$ cat src/core/spdh_params.svh
/*
  Constants for the single-pin debug host: register map, field
  positions, protocol codes and timing counts.
  Assumes a 40 MHz core clock and an Avalon-MM byte-addressed map.
*/
`ifndef SPDH_PARAMS_SVH
`define SPDH_PARAMS_SVH
`define SPDH_REG_CTRL 8'h00
`define SPDH_REG_BAUD 8'h04
`define SPDH_REG_CMD 8'h08
`define SPDH_REG_STATUS 8'h0C
`define SPDH_TXBUF_SEL 2'h1
`define SPDH_RXBUF_SEL 2'h2
`define SPDH_CTRL_START 0
`define SPDH_CTRL_ENSEQ 1
`define SPDH_CTRL_DISHOLD 2
`define SPDH_CTRL_RSTHOLD 3
`define SPDH_STS_DONE 1
`define SPDH_STS_CRCERR 2
`define SPDH_STS_FMTERR 3
`define SPDH_STS_TMO 4
`define SPDH_BUF_DEPTH 16
`define SPDH_SYNC 8'h55
`define SPDH_CMD_DISABLE 8'h07
`define SPDH_CMD_SPLIT 8'h08
`define SPDH_RESP_ACK 8'h40
`define SPDH_CRC_POLY 16'h8408
`define SPDH_CRC_INIT 16'h0000
`define SPDH_BAUD_RST 16'h0028
`define SPDH_BAUD_MIN 16'h0004
`define SPDH_CLK_HZ 40000000
`define SPDH_ENABLE_BAUD_HZ 1000
`define SPDH_HOLD_DIS_MS 100
`define SPDH_HOLD_RST_MS 20
`define SPDH_RESP_TMO_MS 200
`define SPDH_ENABLE_BIT_CYC (`SPDH_CLK_HZ / `SPDH_ENABLE_BAUD_HZ)
`define SPDH_HOLD_DIS_CYC (`SPDH_CLK_HZ / 1000 * `SPDH_HOLD_DIS_MS)
`define SPDH_HOLD_RST_CYC (`SPDH_CLK_HZ / 1000 * `SPDH_HOLD_RST_MS)
`define SPDH_RESP_TMO_CYC (`SPDH_CLK_HZ / 1000 * `SPDH_RESP_TMO_MS)
`endif

$ cat src/core/spdh_pkg.sv
/*
  Types for the single-pin debug host: engine states and the
  carriers for the Avalon-MM slave and the debug line.
  Assumes spdh_params.svh holds all numeric constants except the state codes set here.
*/
`default_nettype none
package spdh_pkg;
  typedef enum logic [4:0] {
    ST_IDLE = 5'h01,
    ST_HOLD = 5'h02,
    ST_TX = 5'h04,
    ST_RXWAIT = 5'h08,
    ST_RXBIT = 5'h10
  } spdh_state_t;
  typedef struct packed {
    logic read;
    logic write;
    logic [7:0] address;
    logic [31:0] writedata;
  } spdh_avs_req_t;
  typedef struct packed {
    logic [31:0] readdata;
    logic waitrequest;
  } spdh_avs_rsp_t;
  typedef struct packed {
    logic lineOut;
    logic lineOe_n;
  } spdh_pin_t;
endpackage
`default_nettype wire

$ cat src/core/spdh_master.sv
/*
  External master for a single-pin debug slave sharing a reset pin.
  Software fills command, length and data over Avalon-MM; the block
  frames, sends, then receives and checks the response packet.
  Assumes the line and split receive pin are synchronous to core_clk
  and that the line is pulled high when nobody drives it.
*/
// Summary of operation
// - Start, eight data LSB first, stop
// - Host starts every exchange, picks bit rate
// - Sync, code, optional length, data, CRC
// - Bit7 means length; commands keep bit6 clear
// - CRC reflected 0x8408, zero start value
// - Enable: one 0x55 character at 1 kHz
// - Hold low 100 ms disables slave
// - Hold low 20 ms resets slave
// - Bit rate at most quarter of oscillator
// - Service bus accesses naturally aligned
// - Codes for guard, disable, split, reset
`include "spdh_params.svh"
`default_nettype none
module spdh_master #(
  parameter int unsigned ENABLE_BIT_CYC = `SPDH_ENABLE_BIT_CYC,
  parameter int unsigned HOLD_DIS_CYC = `SPDH_HOLD_DIS_CYC,
  parameter int unsigned HOLD_RST_CYC = `SPDH_HOLD_RST_CYC,
  parameter int unsigned RESP_TMO_CYC = `SPDH_RESP_TMO_CYC
) (
  input wire logic core_clk,
  input wire logic rstn,
  input wire spdh_pkg::spdh_avs_req_t avs,
  output var spdh_pkg::spdh_avs_rsp_t avsRsp,
  input wire logic lineIn,
  input wire logic splitRxIn,
  output var spdh_pkg::spdh_pin_t line
);
  import spdh_pkg::*;

  function automatic logic [15:0] crcByte(input logic [15:0] c,
                                          input logic [7:0] d);
    logic [15:0] r;
    r = c;
    for (int i = 0; i < 8; i++) begin
      r = (r[0] ^ d[i]) ? ((r >> 1) ^ `SPDH_CRC_POLY) : (r >> 1);
    end
    return r;
  endfunction

  function automatic logic [9:0] frame(input logic [7:0] b);
    return {1'b1, b, 1'b0};
  endfunction

  spdh_state_t state;
  logic accessDone;
  logic [31:0] readData;
  logic [15:0] baudDiv;
  logic [7:0] cmdByte;
  logic [15:0] cmdLen;
  logic [7:0] txBuf [`SPDH_BUF_DEPTH];
  logic [7:0] rxBuf [`SPDH_BUF_DEPTH];
  logic [22:0] timer;
  logic [3:0] bitCnt;
  logic [9:0] shift;
  logic [7:0] rxShift;
  logic [16:0] byteIdx;
  logic [15:0] crc;
  logic [7:0] crcHi;
  logic enFrame;
  logic split;
  logic [7:0] lastCmd;
  logic [7:0] respByte;
  logic [15:0] respLen;
  logic done, crcErr, fmtErr, tmo;
  logic [7:0] nextTxByte;
  logic [16:0] txTotal, rxTotal, dIdx;
  logic txLast, rxLast, rxPin, busWr, busy;

  assign busWr = avs.write & accessDone;
  assign busy = (state != ST_IDLE);
  assign txTotal = cmdByte[7] ? 17'(cmdLen) + 17'h6 : 17'h4;
  assign rxTotal = respByte[7] ? 17'(respLen) + 17'h6 : 17'h4;
  assign txLast = (byteIdx + 17'h1 == txTotal);
  assign rxLast = respByte[7] ? (byteIdx >= 17'h4 && byteIdx + 17'h1 ==
                  rxTotal) : (byteIdx == 17'h3);
  assign dIdx = byteIdx - 17'h4;
  // Split mode moves only the slave's answers off the shared line
  assign rxPin = split ? splitRxIn : lineIn;

  // One wait state: request seen, answer at the following edge
  always_comb begin
    avsRsp.readdata = readData;
    avsRsp.waitrequest = (avs.read | avs.write) & ~accessDone;
  end

  always_ff @(posedge core_clk or negedge rstn) begin
    if (!rstn) begin
      accessDone <= 1'b0;
    end else begin
      accessDone <= (avs.read | avs.write) & ~accessDone;
    end
  end

  always_ff @(posedge core_clk or negedge rstn) begin
    if (!rstn) begin
      readData <= 32'h0000_0000;
    end else if (avs.read && !accessDone) begin
      case (avs.address)
        `SPDH_REG_BAUD: readData <= {16'h0000, baudDiv};
        `SPDH_REG_CMD: readData <= {8'h00, cmdLen, cmdByte};
        `SPDH_REG_STATUS: readData <= {respLen, respByte, 2'h0, split,
                                       tmo, fmtErr, crcErr, done, busy};
        default: begin
          if (avs.address[7:6] == `SPDH_TXBUF_SEL) begin
            readData <= {24'h000000, txBuf[avs.address[5:2]]};
          end else if (avs.address[7:6] == `SPDH_RXBUF_SEL) begin
            readData <= {24'h000000, rxBuf[avs.address[5:2]]};
          end else begin
            readData <= 32'h0000_0000;
          end
        end
      endcase
    end
  end

  // Setup registers only change while idle, so a frame never tears
  always_ff @(posedge core_clk or negedge rstn) begin
    if (!rstn) begin
      baudDiv <= `SPDH_BAUD_RST;
      cmdByte <= 8'h00;
      cmdLen <= 16'h0000;
      for (int i = 0; i < `SPDH_BUF_DEPTH; i++) begin
        txBuf[i] <= 8'h00;
      end
    end else if (busWr && !busy) begin
      case (avs.address)
        `SPDH_REG_BAUD: begin
          // Host picks the rate; floor keeps the bit timer sane
          baudDiv <= (avs.writedata[15:0] < `SPDH_BAUD_MIN) ?
                     `SPDH_BAUD_MIN : avs.writedata[15:0];
        end
        `SPDH_REG_CMD: begin
          cmdByte <= avs.writedata[7:0];
          cmdLen <= avs.writedata[23:8];
        end
        default: begin
          if (avs.address[7:6] == `SPDH_TXBUF_SEL) begin
            txBuf[avs.address[5:2]] <= avs.writedata[7:0];
          end
        end
      endcase
    end
  end

  // Data beyond the buffer depth repeats the buffer contents
  // Payload goes out verbatim; software keeps addresses aligned
  always_comb begin
    nextTxByte = crc[7:0];
    if (byteIdx == 17'h0) begin
      nextTxByte = {cmdByte[7], 1'b0, cmdByte[5:0]};
    end else if (cmdByte[7] && byteIdx == 17'h1) begin
      nextTxByte = cmdLen[15:8];
    end else if (cmdByte[7] && byteIdx == 17'h2) begin
      nextTxByte = cmdLen[7:0];
    end else if (byteIdx + 17'h3 < txTotal) begin
      nextTxByte = txBuf[byteIdx[3:0] - 4'h3];
    end else if (byteIdx + 17'h3 == txTotal) begin
      nextTxByte = crc[15:8];
    end
  end

  always_ff @(posedge core_clk or negedge rstn) begin
    if (!rstn) begin
      state <= ST_IDLE;
      timer <= 23'h0;
      bitCnt <= 4'h0;
      shift <= 10'h3FF;
      rxShift <= 8'h00;
      byteIdx <= 17'h0;
      crc <= `SPDH_CRC_INIT;
      crcHi <= 8'h00;
      enFrame <= 1'b0;
      split <= 1'b0;
      lastCmd <= 8'h00;
      respByte <= 8'h00;
      respLen <= 16'h0000;
      done <= 1'b0;
      crcErr <= 1'b0;
      fmtErr <= 1'b0;
      tmo <= 1'b0;
      for (int i = 0; i < `SPDH_BUF_DEPTH; i++) begin
        rxBuf[i] <= 8'h00;
      end
    end else begin
      // Write-one clears; later set assignments win in the same cycle
      if (busWr && avs.address == `SPDH_REG_STATUS) begin
        if (avs.writedata[`SPDH_STS_DONE]) done <= 1'b0;
        if (avs.writedata[`SPDH_STS_CRCERR]) crcErr <= 1'b0;
        if (avs.writedata[`SPDH_STS_FMTERR]) fmtErr <= 1'b0;
        if (avs.writedata[`SPDH_STS_TMO]) tmo <= 1'b0;
      end
      case (state)
        ST_IDLE: begin
          bitCnt <= 4'h0;
          byteIdx <= 17'h0;
          crc <= `SPDH_CRC_INIT;
          if (busWr && avs.address == `SPDH_REG_CTRL) begin
            if (avs.writedata[`SPDH_CTRL_START]) begin
              shift <= frame(`SPDH_SYNC);
              timer <= 23'(baudDiv - 16'h1);
              enFrame <= 1'b0;
              lastCmd <= cmdByte;
              respByte <= 8'h00;
              respLen <= 16'h0000;
              state <= ST_TX;
            end else if (avs.writedata[`SPDH_CTRL_ENSEQ]) begin
              // Lone 0x55 at 1 kHz arms the slave; no packet follows
              shift <= frame(`SPDH_SYNC);
              timer <= 23'(ENABLE_BIT_CYC - 1);
              enFrame <= 1'b1;
              split <= 1'b0;
              state <= ST_TX;
            end else if (avs.writedata[`SPDH_CTRL_DISHOLD]) begin
              shift <= 10'h000;
              timer <= 23'(HOLD_DIS_CYC - 1);
              split <= 1'b0;
              state <= ST_HOLD;
            end else if (avs.writedata[`SPDH_CTRL_RSTHOLD]) begin
              shift <= 10'h000;
              timer <= 23'(HOLD_RST_CYC - 1);
              split <= 1'b0;
              state <= ST_HOLD;
            end
          end
        end
        ST_HOLD: begin
          if (timer != 23'h0) begin
            timer <= timer - 23'h1;
          end else begin
            shift <= 10'h3FF;
            done <= 1'b1;
            state <= ST_IDLE;
          end
        end
        ST_TX: begin
          if (timer != 23'h0) begin
            timer <= timer - 23'h1;
          end else begin
            timer <= enFrame ? 23'(ENABLE_BIT_CYC - 1) :
                               23'(baudDiv - 16'h1);
            if (bitCnt != 4'h9) begin
              shift <= {1'b1, shift[9:1]};
              bitCnt <= bitCnt + 4'h1;
            end else if (enFrame || txLast) begin
              // Let go of the line the moment the stop bit ends
              timer <= 23'(RESP_TMO_CYC - 1);
              bitCnt <= 4'h0;
              byteIdx <= 17'h0;
              done <= enFrame;
              state <= enFrame ? ST_IDLE : ST_RXWAIT;
            end else begin
              shift <= frame(nextTxByte);
              bitCnt <= 4'h0;
              byteIdx <= byteIdx + 17'h1;
              if (byteIdx + 17'h3 < txTotal) begin
                crc <= crcByte(crc, nextTxByte);
              end
            end
          end
        end
        ST_RXWAIT: begin
          // Slave's guard time falls inside this wait
          if (!rxPin) begin
            timer <= 23'(baudDiv[15:1] - 15'h1);
            bitCnt <= 4'h0;
            state <= ST_RXBIT;
          end else if (timer != 23'h0) begin
            timer <= timer - 23'h1;
          end else begin
            tmo <= 1'b1;
            done <= 1'b1;
            state <= ST_IDLE;
          end
        end
        ST_RXBIT: begin
          if (timer != 23'h0) begin
            timer <= timer - 23'h1;
          end else if (bitCnt == 4'h0 && rxPin) begin
            timer <= 23'(RESP_TMO_CYC - 1);
            state <= ST_RXWAIT;
          end else if (bitCnt != 4'h9) begin
            timer <= 23'(baudDiv - 16'h1);
            bitCnt <= bitCnt + 4'h1;
            if (bitCnt != 4'h0) rxShift <= {rxPin, rxShift[7:1]};
          end else begin
            timer <= 23'(RESP_TMO_CYC - 1);
            state <= ST_RXWAIT;
            byteIdx <= byteIdx + 17'h1;
            if (!rxPin) fmtErr <= 1'b1;
            if (byteIdx == 17'h0) begin
              if (rxShift != `SPDH_SYNC) fmtErr <= 1'b1;
            end else if (byteIdx == 17'h1) begin
              respByte <= rxShift;
              crc <= crcByte(`SPDH_CRC_INIT, rxShift);
              if (!rxShift[6]) fmtErr <= 1'b1;
            end else if (rxLast) begin
              // All-zero CRC field means the sender skipped it
              if ({crcHi, rxShift} != 16'h0000 &&
                  {crcHi, rxShift} != crc) begin
                crcErr <= 1'b1;
              end
              if (respByte == `SPDH_RESP_ACK) begin
                if (lastCmd == `SPDH_CMD_SPLIT) split <= 1'b1;
                if (lastCmd == `SPDH_CMD_DISABLE) split <= 1'b0;
              end
              done <= 1'b1;
              state <= ST_IDLE;
            end else if (byteIdx + 17'h2 == rxTotal &&
                         (!respByte[7] || byteIdx >= 17'h4)) begin
              crcHi <= rxShift;
            end else begin
              crc <= crcByte(crc, rxShift);
              if (byteIdx == 17'h2) respLen[15:8] <= rxShift;
              else if (byteIdx == 17'h3) respLen[7:0] <= rxShift;
              else if (dIdx < 17'(`SPDH_BUF_DEPTH)) begin
                rxBuf[dIdx[3:0]] <= rxShift;
              end
            end
          end
        end
        default: state <= ST_IDLE;
      endcase
    end
  end

  // Line is actively driven only while sending or holding it low
  always_comb begin
    line.lineOut = shift[0];
    line.lineOe_n = ~(state == ST_TX || state == ST_HOLD);
  end
endmodule
`default_nettype wire

$ cat config.mk
export PLATFORM = sky130hd
export DESIGN_NAME = spdh_master
export DESIGN_NICKNAME = d
export VERILOG_FILES = /design/src/core/spdh_pkg.sv /design/src/core/spdh_master.sv
export VERILOG_INCLUDE_DIRS = /design/src /design/src/core
export SDC_FILE = /design/constraint.sdc
export NUM_CORES = 1
export LEC_CHECK = 0
export BUFFER_PORTS_ARGS = -buffer_cell sky130_fd_sc_hd__buf_2
export CAP_MARGIN = 20
export CORE_ASPECT_RATIO = 0.8
export CORE_MARGIN = 2
export CORE_UTILIZATION = 46
export CTS_CLUSTER_SIZE = 20
export DETAILED_ROUTE_END_ITERATION = 10
export GPL_TIMING_DRIVEN = 0
export PLACE_DENSITY = 0.62
export SYNTH_ARGS = -nofsm -noshare
export SYNTH_HDL_FRONTEND = slang
export SYNTH_SLANG_ARGS = --single-unit
$ cat constraint.sdc
create_clock -name core_clk -period 9.4 [get_ports core_clk]
set_input_delay 0.47 -clock core_clk [delete_from_list [all_inputs] [get_ports core_clk]]
set_output_delay 0.47 -clock core_clk [all_outputs]
set_load 0.005 [all_outputs]
==> results.ini <==
[synth]
synth_cell_types=88
avgSynthCellArea_um2=10.72
synth_top_area_cell=dfrtp_1
syn_area_um2=28230
synth.area.top_cells=dfrtp_1 (39%), mux2_2 (13%), mux4_2 (9.4%)
netlist.area_leader.share_pct=39.45
ys_ff_latch=458
yosys_warnings=0
seq_area_frac_synth_pct=40.66
async_reset_ff_share_pct=100.0
syn_nets=2715
synth_cells=2634
synth_flop_cell=dfrtp_1
synth-edff-count=0

[die]
dieWidth_um=281.0
start_util_pct=46.34
core-area_um2=60910
pin_count=81
dieArea_um2=63370
die_h_um=225.6
rows=81

[finish]
num_antenna_cells=0
seqCellArea_um2=11480
area_growth_pct=12.15
multi_input_area_um2=15720
drive_gt1_share_pct=24.13
utilization_pct=51.97
layout.nets=2848
design_area_um2=31660
fillers=5423

[grt]
grt-ovfl-total=0
antenna_found_initial=3
grt_pass1_vias=22390
grt_max_degree=125
grt_first_pass_wirelength_um=148100
grt_usage_pct=31.29

[clocking]
htreeDepth=2
cts_tree=built
insertion_delay_ns=0.66
clk_pin_slew_ns=0.07
cts_root_buf=clkbuf_16
post-cts-setup-buffer-count=0
clkSinkCount=458
cts_buffer_depth=3
cts_made_buffers=49

[sta]
max_freq_ghz=0.1253
layout_setup_ws_ns=1.421
final_max_slew_viol_count=0
relSlewSlack_pct=23.38
setup_violations=0
min_period_ns=7.979
finalCritPeriodShare_pct=84.88
worst_slew_pin_slew_ns=1.142
rsz0062_at_grt=no
hold_violations=0
setup_tns_ns=0
skew_ns=0.05950

[setup_path]
cp_max_fo=10
arrival_ns=8.49
crit_path_top_delay_cell=a21oi_1
reg2reg_depth=19
crit_required_ns=9.91
worst-path-buf-inv=4
cp-end-kind=flip-flop
crit_family=buffers and inverters
max_stage_delay_ns=0.89
path_depth=19
cp-start-kind=flip-flop
crit_type=flip-flop to flip-flop
cpMostUsedCell=a21oi_1
path_cells=clkbuf_1 -> buf_2 -> buf_1 -> buf_2 -> a21oi_1 -> nand2b_1 -> nor3_1 -> xor2_1 -> ha_1 -> nand4_1 -> nor3_1 -> nand4_1 -> mux2_2 -> mux2i_1 -> o21ai_0 -> a21oi_1 -> xnor3_1 -> a22oi_1 -> a21oi_1

[route]
drt-total-wl_um=98540
vias=23310
dr.first_iter.drc_count=2966
drtAntennaViolNets=0
routedWlPerCell_um=27.10
drt_pre_antenna_iters=6
drc=0
via_per_inst=6.412

[power]
p_leak_nw=13.94
power.density_nw_per_um2=182.0
peakVddDrop_mv=0.1510
power_mw=5.760

[hold_path]
min_path_cells=3
hold_class=input port to flip-flop

[placement]
gp_congestion=0.9530
dpl_cell_area_um2=29780
place_worst_setup_slack_ns=1.704
portBuffers=66
detailed_place_hpwl_um=74020

[job]
drv_cap=0

[run_status]
status=completed

## final timing paths
path	start	endpoint	slack, ns
max	byteIdx[0]	crc[7]	1.42
min	avs[19]	cmdLen[11]	0.05
max reg2reg	byteIdx[0]	crc[7]	1.42
min reg2reg	readData[14]	readData[14]	0.48
max in group asynchronous	rstn	rxBuf[66]	7.67
min in group asynchronous	rstn	byteIdx[13]	0.30
## cells by family after synthesis
| kind of cell | Yosys count | synth area share [%] |
|---|---|---|
| multiplexers | 471 | 23.35 |
| flip-flops | 458 | 40.66 |
| XOR/XNOR | 188 | 6.082 |
| adder cells (fa/ha/maj) | 35 | 1.551 |
| AND/OR/NAND/NOR | 704 | 12.97 |
| buffers and inverters | 267 | 3.688 |
| AO/OA/AOI/OAI | 511 | 11.70 |
## where the power goes
part	leakage (nW)	internal, mW	switching, mW
clock network	0.881	1.29	0.921
logic	6.85	0.507	0.715
registers	6.21	2.15	0.174
total	13.9	3.95	1.81
## routing by layer
| layer | GRT usage [%] | up-vias | routed length, um |
|---|---|---|---|
| met1 | 47.68 | 11940 | 44950 |
| met5 | 0 | - | 23 |
| li1 | - | 9996 | - |
| met2 | 44.02 | 1193 | 41170 |
| met4 | 8.418 | 4 | 2698 |
| met3 | 7.630 | 180 | 9704 |
## placed cells by master, fill, tap and decap left out, types with 89 or more instances in the layout
cell and n:
mux2_2 319, mux4_2 118, xnor2_1 98, dfrtp_1 445, clkbuf_1 179, nor2_1 125
buf_2 89, o21ai_0 159, a21oi_1 105, nand2_1 210
## sequential cells by signal (all words and copies together) (netlist names), 17 cells and up
| register | flops |
|---|---|
| timer | 23 |
| byteIdx | 17 |
| txBuf | 128 |
| rxBuf | 128 |
| readData | 32 |
## worst register-to-register path, stage by stage (launching register included)
cell      delay, ns
dfrtp_1        0.44
clkbuf_1       0.43
buf_2          0.50
buf_1          0.76
buf_2          0.59
a21oi_1        0.26
nand2b_1       0.32
nor3_1         0.35
xor2_1         0.15
ha_1           0.32
nand4_1        0.18
nor3_1         0.36
nand4_1        0.65
mux2_2         0.54
mux2i_1        0.23
o21ai_0        0.11
a21oi_1        0.89
xnor3_1        0.47
a22oi_1        0.19
a21oi_1        0.09
## Yosys cell counts (7+ instances only)
| cell type | count |
|---|---|
| nand2_1 | 210 |
| buf_1 | 21 |
| and2_1 | 26 |
| xnor2_1 | 99 |
| a211oi_1 | 14 |
| dfrtp_1 | 445 |
| buf_2 | 21 |
| nor4_1 | 47 |
| o211ai_1 | 9 |
| a21oi_1 | 105 |
| mux2_2 | 319 |
| a221o_1 | 7 |
| and4_1 | 9 |
| clkbuf_1 | 174 |
| mux4_2 | 118 |
| nand2b_1 | 27 |
| or3_1 | 24 |
| nand3b_1 | 7 |
| o31ai_1 | 25 |
| mux2i_1 | 34 |
| nor3_1 | 46 |
| o21a_1 | 17 |
| nor2_1 | 125 |
| a22o_1 | 13 |
| nand3_1 | 54 |
| a22oi_1 | 19 |
| ha_1 | 35 |
| o221ai_1 | 11 |
| and3_1 | 23 |
| a21o_1 | 13 |
| o22ai_1 | 9 |
| a221oi_1 | 7 |
| o21ai_0 | 159 |
| inv_1 | 46 |
| a31oi_1 | 25 |
| nor2b_1 | 16 |
| or4_1 | 13 |
| xor2_1 | 84 |
| or2_2 | 12 |
| dfstp_2 | 13 |
| o2111ai_1 | 7 |
| nand4_1 | 29 |
## through the flow
stage	hold WS (ns)	std cells
finish	0.04757	3636
global placement	0.4584	3530
floorplan	0.1744	2634
CTS	0.02514	3631
detailed placement	0.4038	3540
global route	0.04549	3636
## final cells by class
| cell class | instances | share of cell area (%) |
|---|---|---|
| clock inverter | 31 | 1.569 |
| tap | 830 | 3.281 |
| inverter | 47 | 0.5573 |
| sequential | 458 | 36.26 |
| clock buffer | 59 | 4.150 |
| timing repair buffer | 82 | 1.794 |
| multi-input combinational | 1909 | 49.66 |
| buffer | 220 | 2.731 |
## timing repair
action	CTS	global route
gates resized for setup	0	0
hold buffers	1	0
hold endpoints to repair	39	0
endpoints found under the setup margin	0	0
No activity file was read; power rests on OpenSTA's default activity.
